## src/logic/clk_mode_pkg.sv

```systemverilog
// Functional notes
// - dmic clock is 64 times frame rate
// - adc valid after 1059/267/2115 frames by field
// - valid delay counts frame clock rising edges
// - powerdown pin low holds device in reset
// - mode from pll power and master select
// - master clock output may glitch during setup
// - external master mode keeps master clock low
// - masters drive frame/bit clocks, slaves receive them
// - vcm plus master outputs clocks without adc/dac
// - master select one master, zero slave default
// - slave after reset until master select written
// - frame/bit pins undriven until master select
// - pll power enables generated working clock
// - only listed pll reference codes supported
// - pll locks within 2 ms or 10 ms
// - bit clock 32fs or 64fs by rate bit
// - master clock output 256/128/64/32fs by divider
// - unlocked pll master: frame low, bit high
package clk_mode_pkg;
  typedef enum logic [1:0] {
    mode_ext_slave = 2'b00,
    mode_ext_master = 2'b01,
    mode_pll_slave = 2'b10,
    mode_pll_master = 2'b11
  } clk_mode_e;

  localparam logic [31:0] ctrl_off = 32'h0000_0000;
  localparam logic [31:0] cfg_off = 32'h0000_0004;
  localparam logic [31:0] status_off = 32'h0000_0008;

  localparam int ctrl_pll_power = 0;
  localparam int ctrl_master_sel = 1;
  localparam int ctrl_mclk_out_en = 2;
  localparam int ctrl_vcm_power = 3;
  localparam int ctrl_left_adc = 4;
  localparam int ctrl_right_adc = 5;
  localparam int ctrl_dac_power = 6;
  localparam int ctrl_bit_rate = 7;
  localparam int cfg_ref_lsb = 0;
  localparam int cfg_rate_lsb = 4;
  localparam int cfg_div_lsb = 8;
  localparam int cfg_adc_init_lsb = 10;

  localparam logic [31:0] ctrl_reset = 32'h0000_0000;
  localparam logic [31:0] cfg_reset = 32'h0000_0000;

  localparam logic [3:0] ref_bit32 = 4'h2;
  localparam logic [3:0] ref_bit64 = 4'h3;
  localparam logic [3:0] ref_m11 = 4'h4;
  localparam logic [3:0] ref_m12 = 4'h6;
  localparam logic [3:0] ref_m24 = 4'h7;
  localparam logic [3:0] ref_m13 = 4'hc;
  localparam logic [3:0] ref_m27 = 4'hd;

  localparam logic [11:0] adc_wait_00 = 12'd1059;
  localparam logic [11:0] adc_wait_01 = 12'd267;
  localparam logic [11:0] adc_wait_1x = 12'd2115;

  localparam int clk_mhz = 200;
  localparam int lock_serial_bit_clock_ms = 2;
  localparam int lock_master_clock_input_ms = 10;
  localparam int lock_serial_bit_clock_cycles = lock_serial_bit_clock_ms * clk_mhz * 1000;
  localparam int lock_master_clock_input_cycles = lock_master_clock_input_ms * clk_mhz * 1000;

  localparam int frame_div_default = 4096;
endpackage

```

## src/logic/clk_mode_ctrl.sv

```systemverilog
`timescale 1ns/1ps
module clk_mode_ctrl #(
  parameter int lock_serial_bit_clock_cyc = clk_mode_pkg::lock_serial_bit_clock_cycles,
  parameter int lock_master_clock_input_cyc = clk_mode_pkg::lock_master_clock_input_cycles,
  parameter int frame_div = clk_mode_pkg::frame_div_default
) (
  input wire logic hclk,
  input wire logic hresetn,
  input wire logic powerdown_pin_n,
  input wire logic hsel,
  input wire logic [31:0] haddr,
  input wire logic [1:0] htrans,
  input wire logic hwrite,
  input wire logic [2:0] hsize,
  input wire logic [31:0] hwdata,
  input wire logic hready,
  output logic [31:0] hrdata,
  output logic hreadyout,
  output logic hresp,
  input wire logic frame_clock_i,
  output logic frame_clock_o,
  output logic frame_clock_oe,
  input wire logic serial_bit_clock_i,
  output logic serial_bit_clock_o,
  output logic serial_bit_clock_oe,
  output logic master_clock_output,
  output logic dmic_clock_output,
  output logic adc_output_valid,
  output logic pll_locked
);
  import clk_mode_pkg::*;

  ////////////////////////////////////////////////////////////////////////
  // reset: pin synchronised, combined with bus reset
  logic pd_s1_q, pd_s2_q, rst_n;
  always_ff @(posedge hclk or negedge hresetn)
  begin
    if (!hresetn)
    begin
      pd_s1_q <= 1'b0;
      pd_s2_q <= 1'b0;
    end
    else
    begin
      pd_s1_q <= powerdown_pin_n;
      pd_s2_q <= pd_s1_q;
    end
  end
  assign rst_n = pd_s2_q;

  ////////////////////////////////////////////////////////////////////////
  // ahb-lite slave, zero wait states
  logic [31:0] ctrl_q, cfg_q;
  logic wr_pend_q;
  logic [31:0] wr_addr_q;
  logic adc_start;
  wire take = hsel && hready && htrans[1];
  always_ff @(posedge hclk or negedge hresetn)
  begin
    if (!hresetn)
    begin
      wr_pend_q <= 1'b0;
      wr_addr_q <= 32'h0000_0000;
    end
    else
    begin
      wr_pend_q <= take && hwrite;
      if (take)
        wr_addr_q <= haddr;
    end
  end

  // power-down clears registers too: slave mode on exit
  always_ff @(posedge hclk or negedge hresetn)
  begin
    if (!hresetn)
    begin
      ctrl_q <= ctrl_reset;
      cfg_q <= cfg_reset;
    end
    else if (!rst_n)
    begin
      ctrl_q <= ctrl_reset;
      cfg_q <= cfg_reset;
    end
    else if (wr_pend_q)
    begin
      if (wr_addr_q[7:0] == ctrl_off[7:0])
        ctrl_q <= {24'h00_0000, hwdata[7:0]};
      else if (wr_addr_q[7:0] == cfg_off[7:0])
        cfg_q <= {20'h0_0000, hwdata[11:0]};
    end
  end

  // adc power rising edge starts the valid delay
  assign adc_start = wr_pend_q && wr_addr_q[7:0] == ctrl_off[7:0]
    && ((hwdata[ctrl_left_adc] && !ctrl_q[ctrl_left_adc])
    || (hwdata[ctrl_right_adc] && !ctrl_q[ctrl_right_adc]));

  logic [31:0] status;
  logic ref_ok;
  clk_mode_e mode;
  always_ff @(posedge hclk or negedge hresetn)
  begin
    if (!hresetn)
      hrdata <= 32'h0000_0000;
    else if (take && !hwrite)
    begin
      if (haddr[7:0] == ctrl_off[7:0])
        hrdata <= ctrl_q;
      else if (haddr[7:0] == cfg_off[7:0])
        hrdata <= cfg_q;
      else if (haddr[7:0] == status_off[7:0])
        hrdata <= status;
      else
        hrdata <= 32'h0000_0000;
    end
  end
  assign hreadyout = 1'b1;
  assign hresp = 1'b0;

  ////////////////////////////////////////////////////////////////////////
  // mode decode and pll model
  wire pll_on = ctrl_q[ctrl_pll_power];
  wire master = ctrl_q[ctrl_master_sel];
  wire [3:0] ref_sel = cfg_q[cfg_ref_lsb +: 4];
  wire [3:0] rate_sel = cfg_q[cfg_rate_lsb +: 4];
  wire [1:0] div_sel = cfg_q[cfg_div_lsb +: 2];
  wire [1:0] adc_init = cfg_q[cfg_adc_init_lsb +: 2];
  assign mode = clk_mode_e'({pll_on, master});

  always_comb
  begin
    unique case (ref_sel)
      ref_bit32, ref_bit64, ref_m11, ref_m12, ref_m24, ref_m13, ref_m27: ref_ok = 1'b1;
      default: ref_ok = 1'b0;
    endcase
  end
  wire ref_is_serial_bit_clock = ref_sel == ref_bit32 || ref_sel == ref_bit64;

  // lock counter restarts on power-up or rate change
  logic [31:0] lock_cnt_q;
  logic [3:0] rate_prev_q;
  logic locked_q;
  always_ff @(posedge hclk or negedge hresetn)
  begin
    if (!hresetn)
    begin
      lock_cnt_q <= 32'h0000_0000;
      locked_q <= 1'b0;
      rate_prev_q <= 4'h0;
    end
    else
    begin
      rate_prev_q <= rate_sel;
      if (!rst_n || !pll_on || !ref_ok || rate_prev_q != rate_sel)
      begin
        lock_cnt_q <= 32'h0000_0000;
        locked_q <= 1'b0;
      end
      else if (!locked_q)
      begin
        lock_cnt_q <= lock_cnt_q + 32'd1;
        if (lock_cnt_q >= 32'(ref_is_serial_bit_clock ? lock_serial_bit_clock_cyc : lock_master_clock_input_cyc) - 32'd1)
          locked_q <= 1'b1;
      end
    end
  end
  assign pll_locked = locked_q;

  ////////////////////////////////////////////////////////////////////////
  // clock generation: 512fs base tick from divider
  // frame_div hclk cycles per frame; simplification of the analog pll
  // a 256fs clock toggles at 512fs, so the phase counter runs at that rate, twice 256fs
  localparam int tick_div = frame_div / 512;
  logic [15:0] tick_cnt_q;
  logic [8:0] ph_q;
  wire tick = tick_cnt_q == 16'(tick_div - 1);
  wire gen_run = master && (pll_on ? locked_q : 1'b1) && ctrl_q[ctrl_vcm_power];
  always_ff @(posedge hclk or negedge hresetn)
  begin
    if (!hresetn)
    begin
      tick_cnt_q <= 16'h0000;
      ph_q <= 9'h000;
    end
    else if (!rst_n)
    begin
      tick_cnt_q <= 16'h0000;
      ph_q <= 9'h000;
    end
    else
    begin
      tick_cnt_q <= tick ? 16'h0000 : tick_cnt_q + 16'h0001;
      if (tick)
        ph_q <= ph_q + 9'h001;
    end
  end

  // pin direction follows master select only
  always_ff @(posedge hclk or negedge hresetn)
  begin
    if (!hresetn)
    begin
      frame_clock_oe <= 1'b0;
      serial_bit_clock_oe <= 1'b0;
    end
    else if (!rst_n)
    begin
      frame_clock_oe <= 1'b0;
      serial_bit_clock_oe <= 1'b0;
    end
    else
    begin
      frame_clock_oe <= master;
      serial_bit_clock_oe <= master;
    end
  end

  // frame and bit clocks: idle levels while the generator is stopped
  always_ff @(posedge hclk or negedge hresetn)
  begin
    if (!hresetn)
    begin
      frame_clock_o <= 1'b0;
      serial_bit_clock_o <= 1'b1;
    end
    else if (!rst_n)
    begin
      frame_clock_o <= 1'b0;
      serial_bit_clock_o <= 1'b1;
    end
    else if (gen_run)
    begin
      frame_clock_o <= ph_q[8];
      serial_bit_clock_o <= ctrl_q[ctrl_bit_rate] ? ph_q[2] : ph_q[3];
    end
    else
    begin
      frame_clock_o <= 1'b0;
      serial_bit_clock_o <= 1'b1;
    end
  end

  // dmic and master clock outputs
  always_ff @(posedge hclk or negedge hresetn)
  begin
    if (!hresetn)
    begin
      master_clock_output <= 1'b0;
      dmic_clock_output <= 1'b0;
    end
    else if (!rst_n)
    begin
      master_clock_output <= 1'b0;
      dmic_clock_output <= 1'b0;
    end
    else
    begin
      dmic_clock_output <= ph_q[2];
      // only pll modes drive this pin once locked; hides the unlocked garbage
      if (ctrl_q[ctrl_mclk_out_en] && pll_on && locked_q)
        master_clock_output <= ph_q[2'(div_sel)];
      else
        master_clock_output <= 1'b0;
    end
  end

  ////////////////////////////////////////////////////////////////////////
  // adc valid delay on frame clock rising edges
  logic fr_s1_q, fr_s2_q, fr_s3_q;
  always_ff @(posedge hclk or negedge hresetn)
  begin
    if (!hresetn)
    begin
      fr_s1_q <= 1'b0;
      fr_s2_q <= 1'b0;
      fr_s3_q <= 1'b0;
    end
    else
    begin
      fr_s1_q <= master ? frame_clock_o : frame_clock_i;
      fr_s2_q <= fr_s1_q;
      fr_s3_q <= fr_s2_q;
    end
  end
  wire fr_rise = fr_s2_q && !fr_s3_q;

  logic [11:0] adc_cnt_q;
  logic adc_busy_q;
  logic [11:0] adc_target;
  always_comb
  begin
    unique case (adc_init)
      2'b00: adc_target = adc_wait_00;
      2'b01: adc_target = adc_wait_01;
      default: adc_target = adc_wait_1x;
    endcase
  end
  wire adc_on = ctrl_q[ctrl_left_adc] || ctrl_q[ctrl_right_adc];
  always_ff @(posedge hclk or negedge hresetn)
  begin
    if (!hresetn)
    begin
      adc_cnt_q <= 12'h000;
      adc_busy_q <= 1'b0;
      adc_output_valid <= 1'b0;
    end
    else if (!rst_n || (!adc_on && !adc_start))
    begin
      adc_cnt_q <= 12'h000;
      adc_busy_q <= 1'b0;
      adc_output_valid <= 1'b0;
    end
    else if (adc_start)
    begin
      adc_cnt_q <= 12'h000;
      adc_busy_q <= 1'b1;
      adc_output_valid <= 1'b0;
    end
    else if (adc_busy_q && fr_rise)
    begin
      adc_cnt_q <= adc_cnt_q + 12'h001;
      if (adc_cnt_q + 12'h001 >= adc_target)
      begin
        adc_busy_q <= 1'b0;
        adc_output_valid <= 1'b1;
      end
    end
  end

  assign status = {24'h00_0000, 1'b0, ref_ok, adc_busy_q, adc_output_valid,
    locked_q, 1'b0, mode};
  wire unused_ok = serial_bit_clock_i ^ ctrl_q[ctrl_dac_power] ^ ^hsize ^ ^hwdata[31:12];
endmodule // clk_mode_ctrl

```

## config.mk

```make
export PLATFORM = sky130hd
export DESIGN_NAME = clk_mode_ctrl
export DESIGN_NICKNAME = d
export VERILOG_FILES = /design/src/logic/clk_mode_pkg.sv /design/src/logic/clk_mode_ctrl.sv
export SDC_FILE = /design/constraint.sdc
export NUM_CORES = 1
export LEC_CHECK = 0
export BUFFER_PORTS_ARGS = -buffer_cell sky130_fd_sc_hd__buf_2
export CAP_MARGIN = 20
export CORE_UTILIZATION = 50
export CTS_CLUSTER_DIAMETER = 80
export CTS_CLUSTER_SIZE = 24
export DETAILED_ROUTE_END_ITERATION = 6
export PLACE_DENSITY = 0.73
export SLEW_MARGIN = 10
export SYNTH_ARGS = -nofsm -noshare
export SYNTH_HDL_FRONTEND = slang
export SYNTH_SLANG_ARGS = --single-unit
```

## constraint.sdc

```tcl
create_clock -name hclk -period 5.9 [get_ports hclk]
set_input_delay 0.885 -clock hclk [delete_from_list [all_inputs] [get_ports hclk]]
set_output_delay 0.885 -clock hclk [all_outputs]
set_load 0.02 [all_outputs]
```

# Yosys cells after proc, flatten, opt, wreduce, memory -nomap -nowiden
# Index checks and enable logic that the tools add are counted.
# W data, S select, Z words.
# word_totals
register_bits	191
wordCells	136
input_bits	77
out_inout_bits	42
# op_classes
mux	46
magnitude_cmp	3
n_reduce_logical	40
eq_ne	19
n_addsub	5
# op_table
op	count
$mux W32	11
$mux W12	3
$add A32 B1 Y32 const B	1
$ge A32 B32 Y1	1
$mux W16	2
$mux W1	24
$pmux W12 S2	1
$sub A21 B1 Y22 const B	1
$mux W21	1
$mux W9	2
$add A16 B1 Y16 const B	1
$eq A16 B3 Y1 const B	1
$eq A8 B3 Y1 const B	2
$logic_not A8 Y1	2
$logic_and A1 B1 Y1	15
$add A12 B1 Y12 const B	1
$eq A4 B3 Y1 const B	3
$ge A12 B12 Y1	1
$ne A2 B1 Y1 const B	5
$add A9 B1 Y9 const B	1
$logic_not A1 Y1	9
$eq A4 B2 Y1 const B	2
$eq A4 B4 Y1 const B	2
$eq A8 B4 Y1 const B	1
other kinds (12)	20

# Longest topological paths before layout
# Gate-level depths: netlist (run 1).
# logic_depth
ltp_word	9
ltp_mapped	11

# Least setup slack after synthesis (run 1)
# OpenSTA, ideal clock, no wires.
# synth_timing
kind	flip-flop to flip-flop
from	register adc_cnt_q[0]
to	register adc_output_valid
setup_ns	0.119
stages_incl_launch_ff	12
synth_period_minus_slack_ns	2.313
setup_slack_ns	3.587
n_path_buf	0
arrival_ns	2.194
path_cell_list	dfrtp_1 > ha_1 > nand3_1 > nor3_1 > nand3_1 > xnor2_1 > ha_1 > a21oi_1 > nor2b_1 > nor2_1 > a41oi_1 > o21ba_2
# synth_between
elab_chain_len	4
# synth_rtl
item	line	source
from (decl)	clk_mode_ctrl.sv:289	logic [11:0] adc_cnt_q;
from (signal assigned)	clk_mode_ctrl.sv:323	adc_cnt_q <= adc_cnt_q + 12'h001;
$add A12 B1 Y12	clk_mode_ctrl.sv:324	if (adc_cnt_q + 12'h001 >= adc_target)
$ge A12 B12 Y1	clk_mode_ctrl.sv:324	
$reduce_bool A3 Y1 (no line)	-	
$reduce_and A2 Y1 (no line)	-	
to (signal assigned)	clk_mode_ctrl.sv:313	adc_output_valid <= 1'b0;
to (signal assigned)	clk_mode_ctrl.sv:319	adc_output_valid <= 1'b0;
to (signal assigned)	clk_mode_ctrl.sv:327	adc_output_valid <= 1'b1;
to (decl)	clk_mode_ctrl.sv:28	output logic adc_output_valid,
# No other way between the ends.
# A chain may end at the register's enable or synchronous reset.

# Worst setup path after layout (run 1)
# layout_timing
from	register adc_cnt_q[0]
to	register adc_busy_q
# layout_between
elab_chain_len	4
# layout_rtl
item	line	source
$add A12 B1 Y12	clk_mode_ctrl.sv:324	
$ge A12 B12 Y1	clk_mode_ctrl.sv:324	
$reduce_bool A3 Y1 (no line)	-	
$reduce_and A2 Y1 (no line)	-	
to (signal assigned)	clk_mode_ctrl.sv:312	adc_busy_q <= 1'b0;
to (signal assigned)	clk_mode_ctrl.sv:318	adc_busy_q <= 1'b1;
to (signal assigned)	clk_mode_ctrl.sv:326	adc_busy_q <= 1'b0;
to (decl)	clk_mode_ctrl.sv:290	logic adc_busy_q;
# No other way between the ends.

==> report_table.html, run 1 <==
<table>
<tr><th>Metric</th><th>Value</th></tr>
<tr><th colspan="2">Final layout</th></tr>
<tr><td>Most common library cell in the layout ignoring fill and taps</td><td>sky130_fd_sc_hd__dfrtp_1</td></tr>
<tr><td>Fillers</td><td>1,091</td></tr>
<tr><td>Commonest cells after routing, fill and taps aside</td><td>sky130_fd_sc_hd__dfrtp_1 (126), sky130_fd_sc_hd__nor2_1 (107), sky130_fd_sc_hd__xor2_1 (51)</td></tr>
<tr><td>Number of nets in the layout</td><td>776</td></tr>
<tr><td>Layout cell share with drive strength beyond 1</td><td>14.8%</td></tr>
<tr><td>Final Core Density</td><td>57.9%</td></tr>
<tr><td>Antenna diode count</td><td>0</td></tr>
<tr><td>Area growth from synthesis to layout</td><td>13.2%</td></tr>
<tr><th colspan="2">Global routing</th></tr>
<tr><td>Maximum number of pins on one net before global-route repair</td><td>66</td></tr>
<tr><td>Global-route wire length before repair</td><td>21.6 mm</td></tr>
<tr><td>Vias in the first global route</td><td>4,512</td></tr>
<tr><td>Overall routing resource usage</td><td>21.2%</td></tr>
<tr><td>Number of antenna violations at the first check in global routing</td><td>0</td></tr>
<tr><td>Global route total overflow</td><td>0</td></tr>
<tr><th colspan="2">Clock network</th></tr>
<tr><td>Clock insertion delay at the later pin of the skew report</td><td>0.42 ns</td></tr>
<tr><td>Maximum level of the CTS H-tree</td><td>4</td></tr>
<tr><td>Sink count of the clock tree</td><td>127</td></tr>
<tr><td>Post-CTS setup buffers</td><td>0</td></tr>
<tr><td>Clock transition at the registers of the reported paths</td><td>0.06 ns</td></tr>
<tr><td>Number of hold-repair buffers added at the cts stage</td><td>0</td></tr>
<tr><td>CTS tree</td><td>done</td></tr>
<tr><td>CTS root buffer</td><td>sky130_fd_sc_hd__clkbuf_16</td></tr>
<tr><td>Number of buffers between clock root and the deepest sink</td><td>2</td></tr>
<tr><td>Total CTS buffers</td><td>17</td></tr>
<tr><td>CTS resizes</td><td>0</td></tr>
<tr><th colspan="2">Pwr</th></tr>
<tr><td>Switching share of total power</td><td>22.6%</td></tr>
<tr><td>Static Leak</td><td>3.35 nW</td></tr>
<tr><td>Net Sw Power</td><td>445 µW</td></tr>
<tr><td>Power share of the clock group</td><td>51.2%</td></tr>
<tr><td>Gate power share</td><td>3.5%</td></tr>
<tr><td>Power Dens Cells</td><td>271 nW/µm²</td></tr>
<tr><td>Internal Pwr Total</td><td>1.53 mW</td></tr>
<tr><td>Max VDD drop</td><td>0.000225 V</td></tr>
<tr><td>Share of power burned in registers</td><td>45.3%</td></tr>
<tr><th colspan="2">STA</th></tr>
<tr><td>Number of max-slew violations in the final report</td><td>0</td></tr>
<tr><td>Setup repair after global routing missed its margin</td><td>no</td></tr>
<tr><td>Post-route fraction of the period consumed by the critical path</td><td>45.3%</td></tr>
<tr><td>Final total negative setup slack</td><td>0 ns</td></tr>
<tr><td>Relative slew slack</td><td>38.2%</td></tr>
<tr><td>Number of hold-slack violations in the final timing report</td><td>0</td></tr>
<tr><td>Shortest clock period the worst path allows after layout</td><td>2.67 ns</td></tr>
<tr><td>Tightest Pin Transition</td><td>0.926 ns</td></tr>
<tr><td>Timing-limited maximum frequency</td><td>374 MHz</td></tr>
<tr><td>Final count of negative-setup-slack endpoints</td><td>0</td></tr>
<tr><td>Worst clock skew</td><td>0.00869 ns</td></tr>
<tr><th colspan="2">Hold path</th></tr>
<tr><td>Type of the tightest min-delay check</td><td>reg -&gt; reg</td></tr>
<tr><td>Hold Path Cell Cnt</td><td>0</td></tr>
<tr><th colspan="2">Placed design</th></tr>
<tr><td>Global placement routability congestion</td><td>0.819</td></tr>
<tr><td>Post-detail-place hpwl</td><td>8.88 mm</td></tr>
<tr><td>Port Buf Inserts</td><td>47</td></tr>
<tr><th colspan="2">Critical path</th></tr>
<tr><td>Worst r2r path cells</td><td>11</td></tr>
<tr><td>Maximum fanout along the worst path</td><td>5</td></tr>
<tr><td>Worst Path Required</td><td>6.17 ns</td></tr>
<tr><td>Setup crit start kind</td><td>flop</td></tr>
<tr><td>Classification of the worst setup path</td><td>reg -&gt; reg</td></tr>
<tr><td>Data arrival time of the critical path</td><td>2.94 ns</td></tr>
<tr><td>CP Capture Type</td><td>flop</td></tr>
<tr><th colspan="2">Status</th></tr>
<tr><td>Run status</td><td>completed</td></tr>
<tr><th colspan="2">Synthesis</th></tr>
<tr><td>Warnings, synthesis</td><td>0</td></tr>
<tr><td>Number of synthesized register bits</td><td>127</td></tr>
<tr><td>Fraction of the yosys area taken by sequential cells</td><td>49.4%</td></tr>
<tr><td>Mean instance size in the synthesized netlist</td><td>10.0 µm²</td></tr>
<tr><td>Primary flip-flop cell chosen by synthesis mapping</td><td>sky130_fd_sc_hd__dfrtp_1</td></tr>
<tr><td>Fraction of registers with async set or reset after synthesis</td><td>100%</td></tr>
<tr><td>Number of flops mapped to enable cells by yosys</td><td>0</td></tr>
<tr><td>Count of cell types in the netlist</td><td>56</td></tr>
<tr><td>Cells after synthesis</td><td>642</td></tr>
<tr><td>Mapped Area</td><td>6430 µm²</td></tr>
<tr><th colspan="2">Route</th></tr>
<tr><td>Drc violations</td><td>0</td></tr>
<tr><td>Vias</td><td>4,641</td></tr>
<tr><td>Aggregate routed wire length</td><td>12.9 mm</td></tr>
<tr><td>Average via count per standard cell</td><td>5.34</td></tr>
<tr><td>Routed len/inst</td><td>14.8 µm</td></tr>
<tr><td>Number of routed nets with antenna violations</td><td>0</td></tr>
<tr><td>First-iteration detailed-routing DRC count</td><td>237</td></tr>
<tr><td>Detailed Routing Iterations Pass 1</td><td>4</td></tr>
<tr><th colspan="2">Floorplan</th></tr>
<tr><td>Total Die Area</td><td>13,300 µm²</td></tr>
<tr><td>Effective utilization at floorplan</td><td>51.2%</td></tr>
<tr><td>Core Region</td><td>12,600 µm²</td></tr>
<tr><td>Overall die height</td><td>115 µm</td></tr>
<tr><td>Number of placement rows</td><td>41</td></tr>
<tr><td>I/O pin cnt</td><td>119</td></tr>
<tr><td>Die X</td><td>115 µm</td></tr>
<tr><th colspan="2">Job</th></tr>
<tr><td>Max-cap check violation count</td><td>0</td></tr>
</table>
## cell families after synthesis
family	count (synthesis)	share of synthesized area, %
xor+xnor	71	9.67
fa+ha+maj	15	2.92
other cells	2	0.117
buf+inv	60	5.10
flops	127	49.4
mux	38	6.27
compound gates	53	5.20
simple gates	276	21.3
## sequential cells by signal, indices dropped and copies added, names as in the netlist, 4 cells and up
name	count
wr_addr_q	8
ctrl_q	8
adc_cnt_q	12
tick_cnt_q	16
hrdata	12
rate_prev_q	4
cfg_q	12
ph_q	9
lock_cnt_q	32
## layer usage
layer / global-route usage, % / vias to the layer above / wire, µm
met4: 7.71 / 0 / 218
met5: 0 / - / 0
met1: 26.8 / 2305 / 5660
met2: 34.7 / 88 / 6500
li1: - / 2232 / -
met3: 5.80 / 16 / 484
## stage by stage
| stage | worst slack [ns] | power (mW) | std cells | cell area, µm² | hold slack (ns) |
|---|---|---|---|---|---|
| after global placement | 3.29 | 0.976 | 837 | 6710 | 0.332 |
| after floorplan | 3.59 | 0.955 | 662 | 6500 | 0.331 |
| after detailed placement | 3.22 | 0.979 | 837 | 6710 | 0.347 |
| after CTS | 3.21 | 1.99 | 869 | 7280 | 0.363 |
| final | 3.23 | 1.97 | 869 | 7280 | 0.361 |
| after global routing | 2.93 | 2.04 | 869 | 7280 | 0.367 |
## final cells by class
class / count / area [µm²] / area share, %
repair buffers: 51 / 268 / 3.68
multi-input cells: 475 / 3000 / 41.2
flip-flops and latches: 127 / 3180 / 43.7
inverters: 12 / 45.0 / 0.619
clock buffers: 19 / 433 / 5.95
clock inverters: 13 / 140 / 1.93
well taps: 172 / 215 / 2.96
## critical path, stage by stage, from the launching register on
cell	delay (ns)
sky130_fd_sc_hd__dfrtp_1	0.42
sky130_fd_sc_hd__ha_1	0.23
sky130_fd_sc_hd__nand3_1	0.19
sky130_fd_sc_hd__nor3_1	0.48
sky130_fd_sc_hd__nand3_1	0.16
sky130_fd_sc_hd__xnor2_1	0.18
sky130_fd_sc_hd__ha_1	0.17
sky130_fd_sc_hd__a21oi_1	0.07
sky130_fd_sc_hd__nor2b_1	0.15
sky130_fd_sc_hd__nor2_1	0.06
sky130_fd_sc_hd__a41oi_1	0.29
sky130_fd_sc_hd__o22ai_1	0.13
## power by group through the flow
stage                     combinational, mW  clock, mW  sequential (mW)
final                                0.0697       1.01            0.894
after global routing                 0.0791       1.07            0.895
after detailed placement             0.0707          0            0.909
after global placement               0.0686          0            0.908
after CTS                            0.0713       1.03            0.894
after floorplan                      0.0490          0            0.906
## worst paths after layout
| check | from | slack [ns] | endpoint |
|---|---|---|---|
| worst max register to register | adc_cnt_q[0] | 3.23 | adc_busy_q |
| min in group asynchronous | hresetn | 0.55 | adc_cnt_q[4] |
| worst max-delay path | adc_cnt_q[0] | 3.23 | adc_busy_q |
| max in group asynchronous | hresetn | 4.07 | cfg_q[3] |
| worst min-delay path | fr_s1_q | 0.36 | fr_s2_q |
| worst min register to register | fr_s1_q | 0.36 | fr_s2_q |
## cells in the mapped netlist, types with 2 or more instances
cell                       count  area [µm²]
sky130_fd_sc_hd__clkbuf_1     17        63.8
sky130_fd_sc_hd__nand2b_1      6        37.5
sky130_fd_sc_hd__nand4_1      25         156
sky130_fd_sc_hd__nor2_1      107         402
sky130_fd_sc_hd__o22ai_1       2        12.5
sky130_fd_sc_hd__xnor2_1      20         175
sky130_fd_sc_hd__mux2_2        8        90.1
sky130_fd_sc_hd__buf_4        26         195
sky130_fd_sc_hd__nor3_1       10        50.1
sky130_fd_sc_hd__xor2_1       51         447
sky130_fd_sc_hd__nand3_1      23         115
sky130_fd_sc_hd__inv_1        12        45.0
sky130_fd_sc_hd__o21ai_0      16        80.1
sky130_fd_sc_hd__and4_1        5        43.8
sky130_fd_sc_hd__and3_1        8        50.1
sky130_fd_sc_hd__conb_1        2        7.51
sky130_fd_sc_hd__a211oi_1      2        15.0
sky130_fd_sc_hd__or4_1         2        15.0
sky130_fd_sc_hd__nor3_2        3        30.0
sky130_fd_sc_hd__or3_1         6        37.5
sky130_fd_sc_hd__nor3b_1       2        15.0
sky130_fd_sc_hd__nor2b_1       6        37.5
sky130_fd_sc_hd__nand2_1      47         176
sky130_fd_sc_hd__nor2_2        2        12.5
sky130_fd_sc_hd__mux2i_1      29         290
sky130_fd_sc_hd__buf_2         4        20.0
sky130_fd_sc_hd__a31oi_1       2        12.5
sky130_fd_sc_hd__and2_1        8        50.1
sky130_fd_sc_hd__dfrtp_1     126        3150
sky130_fd_sc_hd__ha_1         15         188
sky130_fd_sc_hd__o31ai_1       3        22.5
sky130_fd_sc_hd__nor4_1        5        31.3
sky130_fd_sc_hd__a21oi_1      15        75.1
sky130_fd_sc_hd__nand4b_1      2        17.5
sky130_fd_sc_hd__a22o_1        4        35.0
(Power assumes the default switching activity.)
==> run 2: changes to the inputs <==
==> constraint.sdc (replaced) <==
create_clock -name hclk -period 2.5 [get_ports hclk]
set_input_delay 0.375 -clock hclk [delete_from_list [all_inputs] [get_ports hclk]]
set_output_delay 0.375 -clock hclk [all_outputs]
set_load 0.02 [all_outputs]
==> report_table.html, run 2 (synthesis results as in run 1) <==
<table>
<tr><th>Metric</th><th>Value</th></tr>
<tr><th colspan="2">Global routing</th></tr>
<tr><td>Maximum number of pins on one net before global-route repair</td><td>81</td></tr>
<tr><td>Vias in the first global route</td><td>4,564</td></tr>
<tr><td>Number of antenna violations at the first check in global routing</td><td>0</td></tr>
<tr><td>Global route total overflow</td><td>0</td></tr>
<tr><td>Overall routing resource usage</td><td>21.4%</td></tr>
<tr><td>Global-route wire length before repair</td><td>21.8 mm</td></tr>
<tr><th colspan="2">STA</th></tr>
<tr><td>Timing-limited maximum frequency</td><td>437 MHz</td></tr>
<tr><td>Number of hold-slack violations in the final timing report</td><td>0</td></tr>
<tr><td>Hold WS</td><td>0.0591 ns</td></tr>
<tr><td>Number of max-slew violations in the final report</td><td>0</td></tr>
<tr><td>Tightest Pin Transition</td><td>0.615 ns</td></tr>
<tr><td>Shortest clock period the worst path allows after layout</td><td>2.29 ns</td></tr>
<tr><td>Final setup slack of the worst path</td><td>0.213 ns</td></tr>
<tr><td>Final total negative setup slack</td><td>0 ns</td></tr>
<tr><td>Post-route fraction of the period consumed by the critical path</td><td>91.5%</td></tr>
<tr><td>Worst clock skew</td><td>0.00738 ns</td></tr>
<tr><td>Final count of negative-setup-slack endpoints</td><td>0</td></tr>
<tr><td>Setup repair after global routing missed its margin</td><td>no</td></tr>
<tr><td>Relative slew slack</td><td>58.8%</td></tr>
<tr><th colspan="2">Placed design</th></tr>
<tr><td>Post-detail-place hpwl</td><td>8.84 mm</td></tr>
<tr><td>Minimum setup slack after placement</td><td>0.134 ns</td></tr>
<tr><td>Global placement routability congestion</td><td>0.825</td></tr>
<tr><td>Port Buf Inserts</td><td>47</td></tr>
<tr><td>Instance area after placement</td><td>6810 µm²</td></tr>
<tr><th colspan="2">Critical path</th></tr>
<tr><td>Setup crit start kind</td><td>flop</td></tr>
<tr><td>Startpoint of the worst-slack reg-to-reg timing path</td><td>adc_cnt_q[4]</td></tr>
<tr><td>Maximum fanout along the worst path</td><td>6</td></tr>
<tr><td>Worst Path Required</td><td>2.81 ns</td></tr>
<tr><td>Worst r2r path cells</td><td>10</td></tr>
<tr><td>CP Capture Type</td><td>flop</td></tr>
<tr><td>Setup slack, reg-to-reg</td><td>0.21 ns</td></tr>
<tr><td>Data arrival time of the critical path</td><td>2.60 ns</td></tr>
<tr><td>Classification of the worst setup path</td><td>reg -&gt; reg</td></tr>
<tr><td>Reg2Reg Capture Point</td><td>adc_output_valid</td></tr>
<tr><th colspan="2">Clock network</th></tr>
<tr><td>Total CTS buffers</td><td>17</td></tr>
<tr><td>Maximum level of the CTS H-tree</td><td>4</td></tr>
<tr><td>Clock transition at the registers of the reported paths</td><td>0.06 ns</td></tr>
<tr><td>CTS root buffer</td><td>sky130_fd_sc_hd__clkbuf_16</td></tr>
<tr><td>CTS tree</td><td>done</td></tr>
<tr><td>Number of buffers between clock root and the deepest sink</td><td>2</td></tr>
<tr><td>Sink count of the clock tree</td><td>127</td></tr>
<tr><td>Clock insertion delay at the later pin of the skew report</td><td>0.42 ns</td></tr>
<tr><th colspan="2">Route</th></tr>
<tr><td>Number of routed nets with antenna violations</td><td>0</td></tr>
<tr><td>Vias</td><td>4,632</td></tr>
<tr><td>Aggregate routed wire length</td><td>12.9 mm</td></tr>
<tr><td>First-iteration detailed-routing DRC count</td><td>217</td></tr>
<tr><td>Average via count per standard cell</td><td>5.24</td></tr>
<tr><td>Detailed Routing Iterations Pass 1</td><td>4</td></tr>
<tr><td>Drc violations</td><td>0</td></tr>
<tr><td>Routed len/inst</td><td>14.6 µm</td></tr>
<tr><th colspan="2">Final layout</th></tr>
<tr><td>Number of flip-flops under the largest register name</td><td>32</td></tr>
<tr><td>Post-route design area</td><td>7470 µm²</td></tr>
<tr><td>Number of nets in the layout</td><td>791</td></tr>
<tr><td>Fillers</td><td>1,059</td></tr>
<tr><td>Antenna diode count</td><td>0</td></tr>
<tr><td>Most common library cell in the layout ignoring fill and taps</td><td>sky130_fd_sc_hd__dfrtp_1</td></tr>
<tr><td>Top flop regs</td><td>lock_cnt_q: 32 flops, tick_cnt_q: 16 flops</td></tr>
<tr><td>Layout cell share with drive strength beyond 1</td><td>17.4%</td></tr>
<tr><td>Register containing the most flip-flops in the final layout</td><td>lock_cnt_q</td></tr>
<tr><td>Final Core Density</td><td>59.4%</td></tr>
<tr><td>Area growth from synthesis to layout</td><td>16.2%</td></tr>
<tr><td>Commonest cells after routing, fill and taps aside</td><td>sky130_fd_sc_hd__dfrtp_1 (124), sky130_fd_sc_hd__nor2_1 (107), sky130_fd_sc_hd__xor2_1 (51)</td></tr>
<tr><th colspan="2">Hold path</th></tr>
<tr><td>Terminating pin of the worst hold path</td><td>pd_s1_q</td></tr>
<tr><td>Hold Path Cell Cnt</td><td>1</td></tr>
<tr><td>Start point of the worst min-delay path</td><td>powerdown_pin_n</td></tr>
<tr><td>Type of the tightest min-delay check</td><td>in -&gt; reg</td></tr>
<tr><th colspan="2">Pwr</th></tr>
<tr><td>Max VDD drop</td><td>0.000597 V</td></tr>
<tr><td>Power Dens Cells</td><td>648 nW/µm²</td></tr>
<tr><td>Static Leak</td><td>3.44 nW</td></tr>
<tr><th colspan="2">Floorplan</th></tr>
<tr><td>Effective utilization at floorplan</td><td>51.2%</td></tr>
<tr><td>Overall die height</td><td>115 µm</td></tr>
<tr><td>Number of placement rows</td><td>41</td></tr>
<tr><td>Core Region</td><td>12,600 µm²</td></tr>
<tr><td>Total Die Area</td><td>13,300 µm²</td></tr>
<tr><td>I/O pin cnt</td><td>119</td></tr>
<tr><td>Die X</td><td>115 µm</td></tr>
<tr><th colspan="2">Status</th></tr>
<tr><td>Run status</td><td>completed</td></tr>
<tr><th colspan="2">Job</th></tr>
<tr><td>Max-cap check violation count</td><td>0</td></tr>
</table>
## run 2: cell count changes in the layout (fill, tap and decap cells not counted), sizes merged
cell | previous run | this run
clkbuf | 19 | 18
bufinv | 2 | 3
dlygate4sd3 | 0 | 1
buf | 51 | 65
inv | 15 | 16
clkinv | 4 | 3
## run 2: what timing repair did
item / in CTS / in global routing
buffers inserted: 0 / 2
endpoints found under the hold margin: 34 / 0
endpoints found under the setup margin: 0 / 2
gates resized for setup: 0 / 5
hold buffers: 1 / 0
## run 2: critical path: stages (launching register included)
cell and delay (ns):
sky130_fd_sc_hd__dfrtp_1 0.45, sky130_fd_sc_hd__nand3_1 0.19, sky130_fd_sc_hd__nor3_2 0.24, sky130_fd_sc_hd__nand3_1 0.12
sky130_fd_sc_hd__xnor2_1 0.15, sky130_fd_sc_hd__ha_1 0.31, sky130_fd_sc_hd__a21oi_1 0.13, sky130_fd_sc_hd__nor2b_1 0.07
sky130_fd_sc_hd__nor2_1 0.13, sky130_fd_sc_hd__a41oi_2 0.17, sky130_fd_sc_hd__o21ba_2 0.23
## run 2: area by class of cell
cell class	instances	area, µm²	area share, %
multi-input cells	475	3010	40.3
well taps	172	215	2.88
flip-flops and latches	127	3180	42.6
clock buffers	18	439	5.88
clock inverters	14	180	2.41
repair buffers	66	395	5.29
inverters	12	45.0	0.603
## run 2: worst max path at each step
| stage | start | to | slack, ns | cells after the start |
|---|---|---|---|---|
| 6_report | adc_cnt_q[4] | adc_output_valid | 0.21 | 10 |
| 3_3_place_gp | adc_cnt_q[0] | adc_output_valid | 0.17 | 12 |
| 2_1_floorplan | adc_cnt_q[0] | adc_output_valid | 0.19 | 11 |
| 3_5_place_dp | adc_cnt_q[0] | adc_busy_q | 0.13 | 12 |
| 4_1_cts | adc_cnt_q[0] | adc_busy_q | 0.1 | 12 |
| 5_1_grt | adc_cnt_q[1] | adc_output_valid | 0.03 | 12 |
## run 2: report_power, final
group / internal, mW / switching, mW / leakage [nW]
Clock: 1.61 / 0.950 / 0.291
Combinational: 0.0547 / 0.118 / 1.41
Sequential: 2.09 / 0.0189 / 1.74
Total: 3.75 / 1.09 / 3.44
## run 2: per-layer routing
metal,global-route usage [%],part of all wire (%),vias to the layer above
li1,-,-,2269
met1,27.2,45,2268
met2,34.7,49,75
met3,5.38,3.3,20
met4,9.61,2.1,0
met5,0,0,-
## run 2: through the flow
step           total power, mW  cells
6_report                  4.84    884
3_5_place_dp              2.32    849
5_1_grt                   5.01    884
3_3_place_gp              2.31    849
2_1_floorplan             2.25    662
4_1_cts                   4.89    882
==> run 3: changes to the inputs <==
--- a/config.mk
+++ b/config.mk
@@ -11,7 +11,7 @@
 export CTS_CLUSTER_DIAMETER = 80
 export CTS_CLUSTER_SIZE = 24
 export DETAILED_ROUTE_END_ITERATION = 6
-export PLACE_DENSITY = 0.73
+export PLACE_DENSITY_LB_ADDON = 0.25
 export SLEW_MARGIN = 10
 export SYNTH_ARGS = -nofsm -noshare
 export SYNTH_HDL_FRONTEND = slang
==> report_table.html, run 3 (synthesis results as in run 1) <==
<table>
<tr><th>Metric</th><th>Value</th></tr>
<tr><th colspan="2">Floorplan</th></tr>
<tr><td>Overall die height</td><td>115 µm</td></tr>
<tr><td>Core Region</td><td>12,600 µm²</td></tr>
<tr><td>Total Die Area</td><td>13,300 µm²</td></tr>
<tr><td>I/O pin cnt</td><td>119</td></tr>
<tr><td>Number of placement rows</td><td>41</td></tr>
<tr><td>Effective utilization at floorplan</td><td>51.2%</td></tr>
<tr><td>Die X</td><td>115 µm</td></tr>
<tr><th colspan="2">Route</th></tr>
<tr><td>Vias</td><td>4,648</td></tr>
<tr><td>Routed len/inst</td><td>14.9 µm</td></tr>
<tr><td>Number of routed nets with antenna violations</td><td>0</td></tr>
<tr><td>Aggregate routed wire length</td><td>13.2 mm</td></tr>
<tr><td>Average via count per standard cell</td><td>5.25</td></tr>
<tr><td>Detailed Routing Iterations Pass 1</td><td>4</td></tr>
<tr><td>First-iteration detailed-routing DRC count</td><td>235</td></tr>
<tr><td>Drc violations</td><td>0</td></tr>
<tr><th colspan="2">Placed design</th></tr>
<tr><td>Minimum setup slack after placement</td><td>0.113 ns</td></tr>
<tr><td>Post-detail-place hpwl</td><td>9.05 mm</td></tr>
<tr><td>Port Buf Inserts</td><td>47</td></tr>
<tr><td>Global placement routability congestion</td><td>0.797</td></tr>
<tr><th colspan="2">STA</th></tr>
<tr><td>Post-route fraction of the period consumed by the critical path</td><td>93.4%</td></tr>
<tr><td>Relative slew slack</td><td>62.6%</td></tr>
<tr><td>Number of max-slew violations in the final report</td><td>0</td></tr>
<tr><td>Final setup slack of the worst path</td><td>0.166 ns</td></tr>
<tr><td>Final total negative setup slack</td><td>0 ns</td></tr>
<tr><td>Final count of negative-setup-slack endpoints</td><td>0</td></tr>
<tr><td>Number of hold-slack violations in the final timing report</td><td>0</td></tr>
<tr><td>Worst clock skew</td><td>0.00907 ns</td></tr>
<tr><td>Shortest clock period the worst path allows after layout</td><td>2.33 ns</td></tr>
<tr><td>Tightest Pin Transition</td><td>0.561 ns</td></tr>
<tr><td>Timing-limited maximum frequency</td><td>428 MHz</td></tr>
<tr><th colspan="2">Critical path</th></tr>
<tr><td>Classification of the worst setup path</td><td>reg -&gt; reg</td></tr>
<tr><td>Worst r2r path cells</td><td>12</td></tr>
<tr><td>Maximum fanout along the worst path</td><td>5</td></tr>
<tr><td>Cells traversed along the worst timing path</td><td>ha_2 -&gt; nand3_2 -&gt; nor3_2 -&gt; buf_4 -&gt; nand3_1 -&gt; xnor2_1 -&gt; ha_1 -&gt; a21oi_1 -&gt; nor2b_1 -&gt; nor2_1 -&gt; a41oi_2 -&gt; o21ba_2</td></tr>
<tr><td>Reg2Reg Capture Point</td><td>adc_output_valid</td></tr>
<tr><td>Dominant delay contributor by cell family on the critical path</td><td>simple AND/OR/NAND/NOR gates</td></tr>
<tr><td>Worst Path Required</td><td>2.81 ns</td></tr>
<tr><td>Longest individual stage delay on the worst path</td><td>0.41 ns</td></tr>
<tr><td>CP Capture Type</td><td>flop</td></tr>
<tr><td>Setup slack, reg-to-reg</td><td>0.17 ns</td></tr>
<tr><td>Startpoint of the worst-slack reg-to-reg timing path</td><td>adc_cnt_q[0]</td></tr>
<tr><td>Setup crit start kind</td><td>flop</td></tr>
<tr><td>Cell with the largest stage delay on the worst path</td><td>sky130_fd_sc_hd__dfrtp_1</td></tr>
<tr><td>Buffers and inverters on the worst path</td><td>1</td></tr>
<tr><td>Data arrival time of the critical path</td><td>2.64 ns</td></tr>
<tr><th colspan="2">Hold path</th></tr>
<tr><td>Start point of the worst min-delay path</td><td>powerdown_pin_n</td></tr>
<tr><td>Type of the tightest min-delay check</td><td>in -&gt; reg</td></tr>
<tr><td>Hold Path Cell Cnt</td><td>1</td></tr>
<tr><td>Terminating pin of the worst hold path</td><td>pd_s1_q</td></tr>
<tr><th colspan="2">Final layout</th></tr>
<tr><td>Combined flip-flop and latch cell area</td><td>3180 µm²</td></tr>
<tr><td>Number of nets in the layout</td><td>793</td></tr>
<tr><td>Antenna diode count</td><td>0</td></tr>
<tr><td>Register containing the most flip-flops in the final layout</td><td>lock_cnt_q</td></tr>
<tr><td>Area growth from synthesis to layout</td><td>14.9%</td></tr>
<tr><td>Number of flip-flops under the largest register name</td><td>32</td></tr>
<tr><td>Most common library cell in the layout ignoring fill and taps</td><td>sky130_fd_sc_hd__dfrtp_1</td></tr>
<tr><td>Commonest cells after routing, fill and taps aside</td><td>sky130_fd_sc_hd__dfrtp_1 (125), sky130_fd_sc_hd__nor2_1 (107), sky130_fd_sc_hd__xor2_1 (51)</td></tr>
<tr><td>Fillers</td><td>1,080</td></tr>
<tr><td>Top flop regs</td><td>lock_cnt_q: 32 flops, tick_cnt_q: 16 flops</td></tr>
<tr><td>Final Core Density</td><td>58.8%</td></tr>
<tr><td>Layout cell share with drive strength beyond 1</td><td>17.1%</td></tr>
<tr><td>Area of combinational cells with multiple inputs</td><td>3020 µm²</td></tr>
<tr><th colspan="2">Clock network</th></tr>
<tr><td>Clock transition at the registers of the reported paths</td><td>0.06 ns</td></tr>
<tr><td>CTS tree</td><td>done</td></tr>
<tr><td>CTS root buffer</td><td>sky130_fd_sc_hd__clkbuf_16</td></tr>
<tr><td>Maximum level of the CTS H-tree</td><td>4</td></tr>
<tr><td>Number of buffers between clock root and the deepest sink</td><td>2</td></tr>
<tr><td>Total CTS buffers</td><td>17</td></tr>
<tr><td>Clock insertion delay at the later pin of the skew report</td><td>0.42 ns</td></tr>
<tr><td>Sink count of the clock tree</td><td>127</td></tr>
<tr><th colspan="2">Global routing</th></tr>
<tr><td>Global route total overflow</td><td>0</td></tr>
<tr><td>Vias in the first global route</td><td>4,501</td></tr>
<tr><td>Number of antenna violations at the first check in global routing</td><td>0</td></tr>
<tr><td>Maximum number of pins on one net before global-route repair</td><td>64</td></tr>
<tr><td>Overall routing resource usage</td><td>21.7%</td></tr>
<tr><td>Global-route wire length before repair</td><td>21.8 mm</td></tr>
<tr><th colspan="2">Pwr</th></tr>
<tr><td>Power Dens Cells</td><td>603 nW/µm²</td></tr>
<tr><td>Internal Pwr Total</td><td>3.43 mW</td></tr>
<tr><td>Switching share of total power</td><td>23.0%</td></tr>
<tr><td>Share of power burned in registers</td><td>47.3%</td></tr>
<tr><td>Post-route total power</td><td>4.46 mW</td></tr>
<tr><td>Max VDD drop</td><td>0.000550 V</td></tr>
<tr><td>Net Sw Power</td><td>1.03 mW</td></tr>
<tr><td>Gate power share</td><td>3.9%</td></tr>
<tr><td>Power share of the clock group</td><td>48.8%</td></tr>
<tr><td>Static Leak</td><td>3.41 nW</td></tr>
<tr><th colspan="2">Status</th></tr>
<tr><td>Run status</td><td>completed</td></tr>
<tr><th colspan="2">Job</th></tr>
<tr><td>Max-cap check violation count</td><td>0</td></tr>
</table>
[run 3: cell count changes in the layout (fill, tap and decap cells not counted), sizes merged]
cell	before	now
clkinv	3	5
bufinv	3	0
inv	16	13
clkbuf	18	22
buf	65	67
[run 3: through the flow]
stage / area (µm²) / cells / hold WS (ns)
after detailed placement: 6820 / 850 / 0.336
after global routing: 7390 / 886 / 0.0429
after CTS: 7350 / 883 / 0.0472
after floorplan: 6500 / 662 / 0.0794
final: 7390 / 886 / 0.0635
after global placement: 6820 / 850 / 0.333
[run 3: how the worst max path moves through the flow]
stage,endpoint,start,depth (start not counted),slack [ns]
6_report,adc_output_valid,adc_cnt_q[0],12,0.17
5_1_grt,adc_output_valid,adc_cnt_q[0],12,-0.02
3_3_place_gp,adc_output_valid,adc_cnt_q[0],12,0.13
3_5_place_dp,adc_output_valid,adc_cnt_q[0],12,0.11
2_1_floorplan,adc_output_valid,adc_cnt_q[0],11,0.19
4_1_cts,adc_busy_q,adc_cnt_q[0],12,0.09
[run 3: layer usage]
layer	vias up	wire [µm]	share of wire [%]	global-route usage (%)
met5	-	0	0	0
met4	0	182	1.4	7.19
met2	74	6610	50	35.4
met1	2289	5950	45	27.8
li1	2269	-	-	-
met3	16	471	3.6	6.17
[run 3: area by class of cell]
cell class,instances,area share [%]
timing repair buffer,68,5.55
clock inverter,10,0.914
multi-input combinational,475,40.8
clock buffer,22,6.15
sequential,127,43.0
tap,172,2.91
inverter,12,0.609
[run 3: power by group through the flow]
stage	logic [mW]	clock network [mW]	registers (mW)
after global placement	0.170	0	2.14
final	0.173	2.18	2.11
after CTS	0.177	2.21	2.11
after global routing	0.195	2.33	2.11
after detailed placement	0.175	0	2.14
after floorplan	0.116	0	2.14
[run 3: what timing repair did]
action,in CTS,in global routing
endpoints found under the hold margin,39,0
resized for setup,0,5
setup buffers,0,3
hold buffers,1,0
setup endpoints to repair,0,2
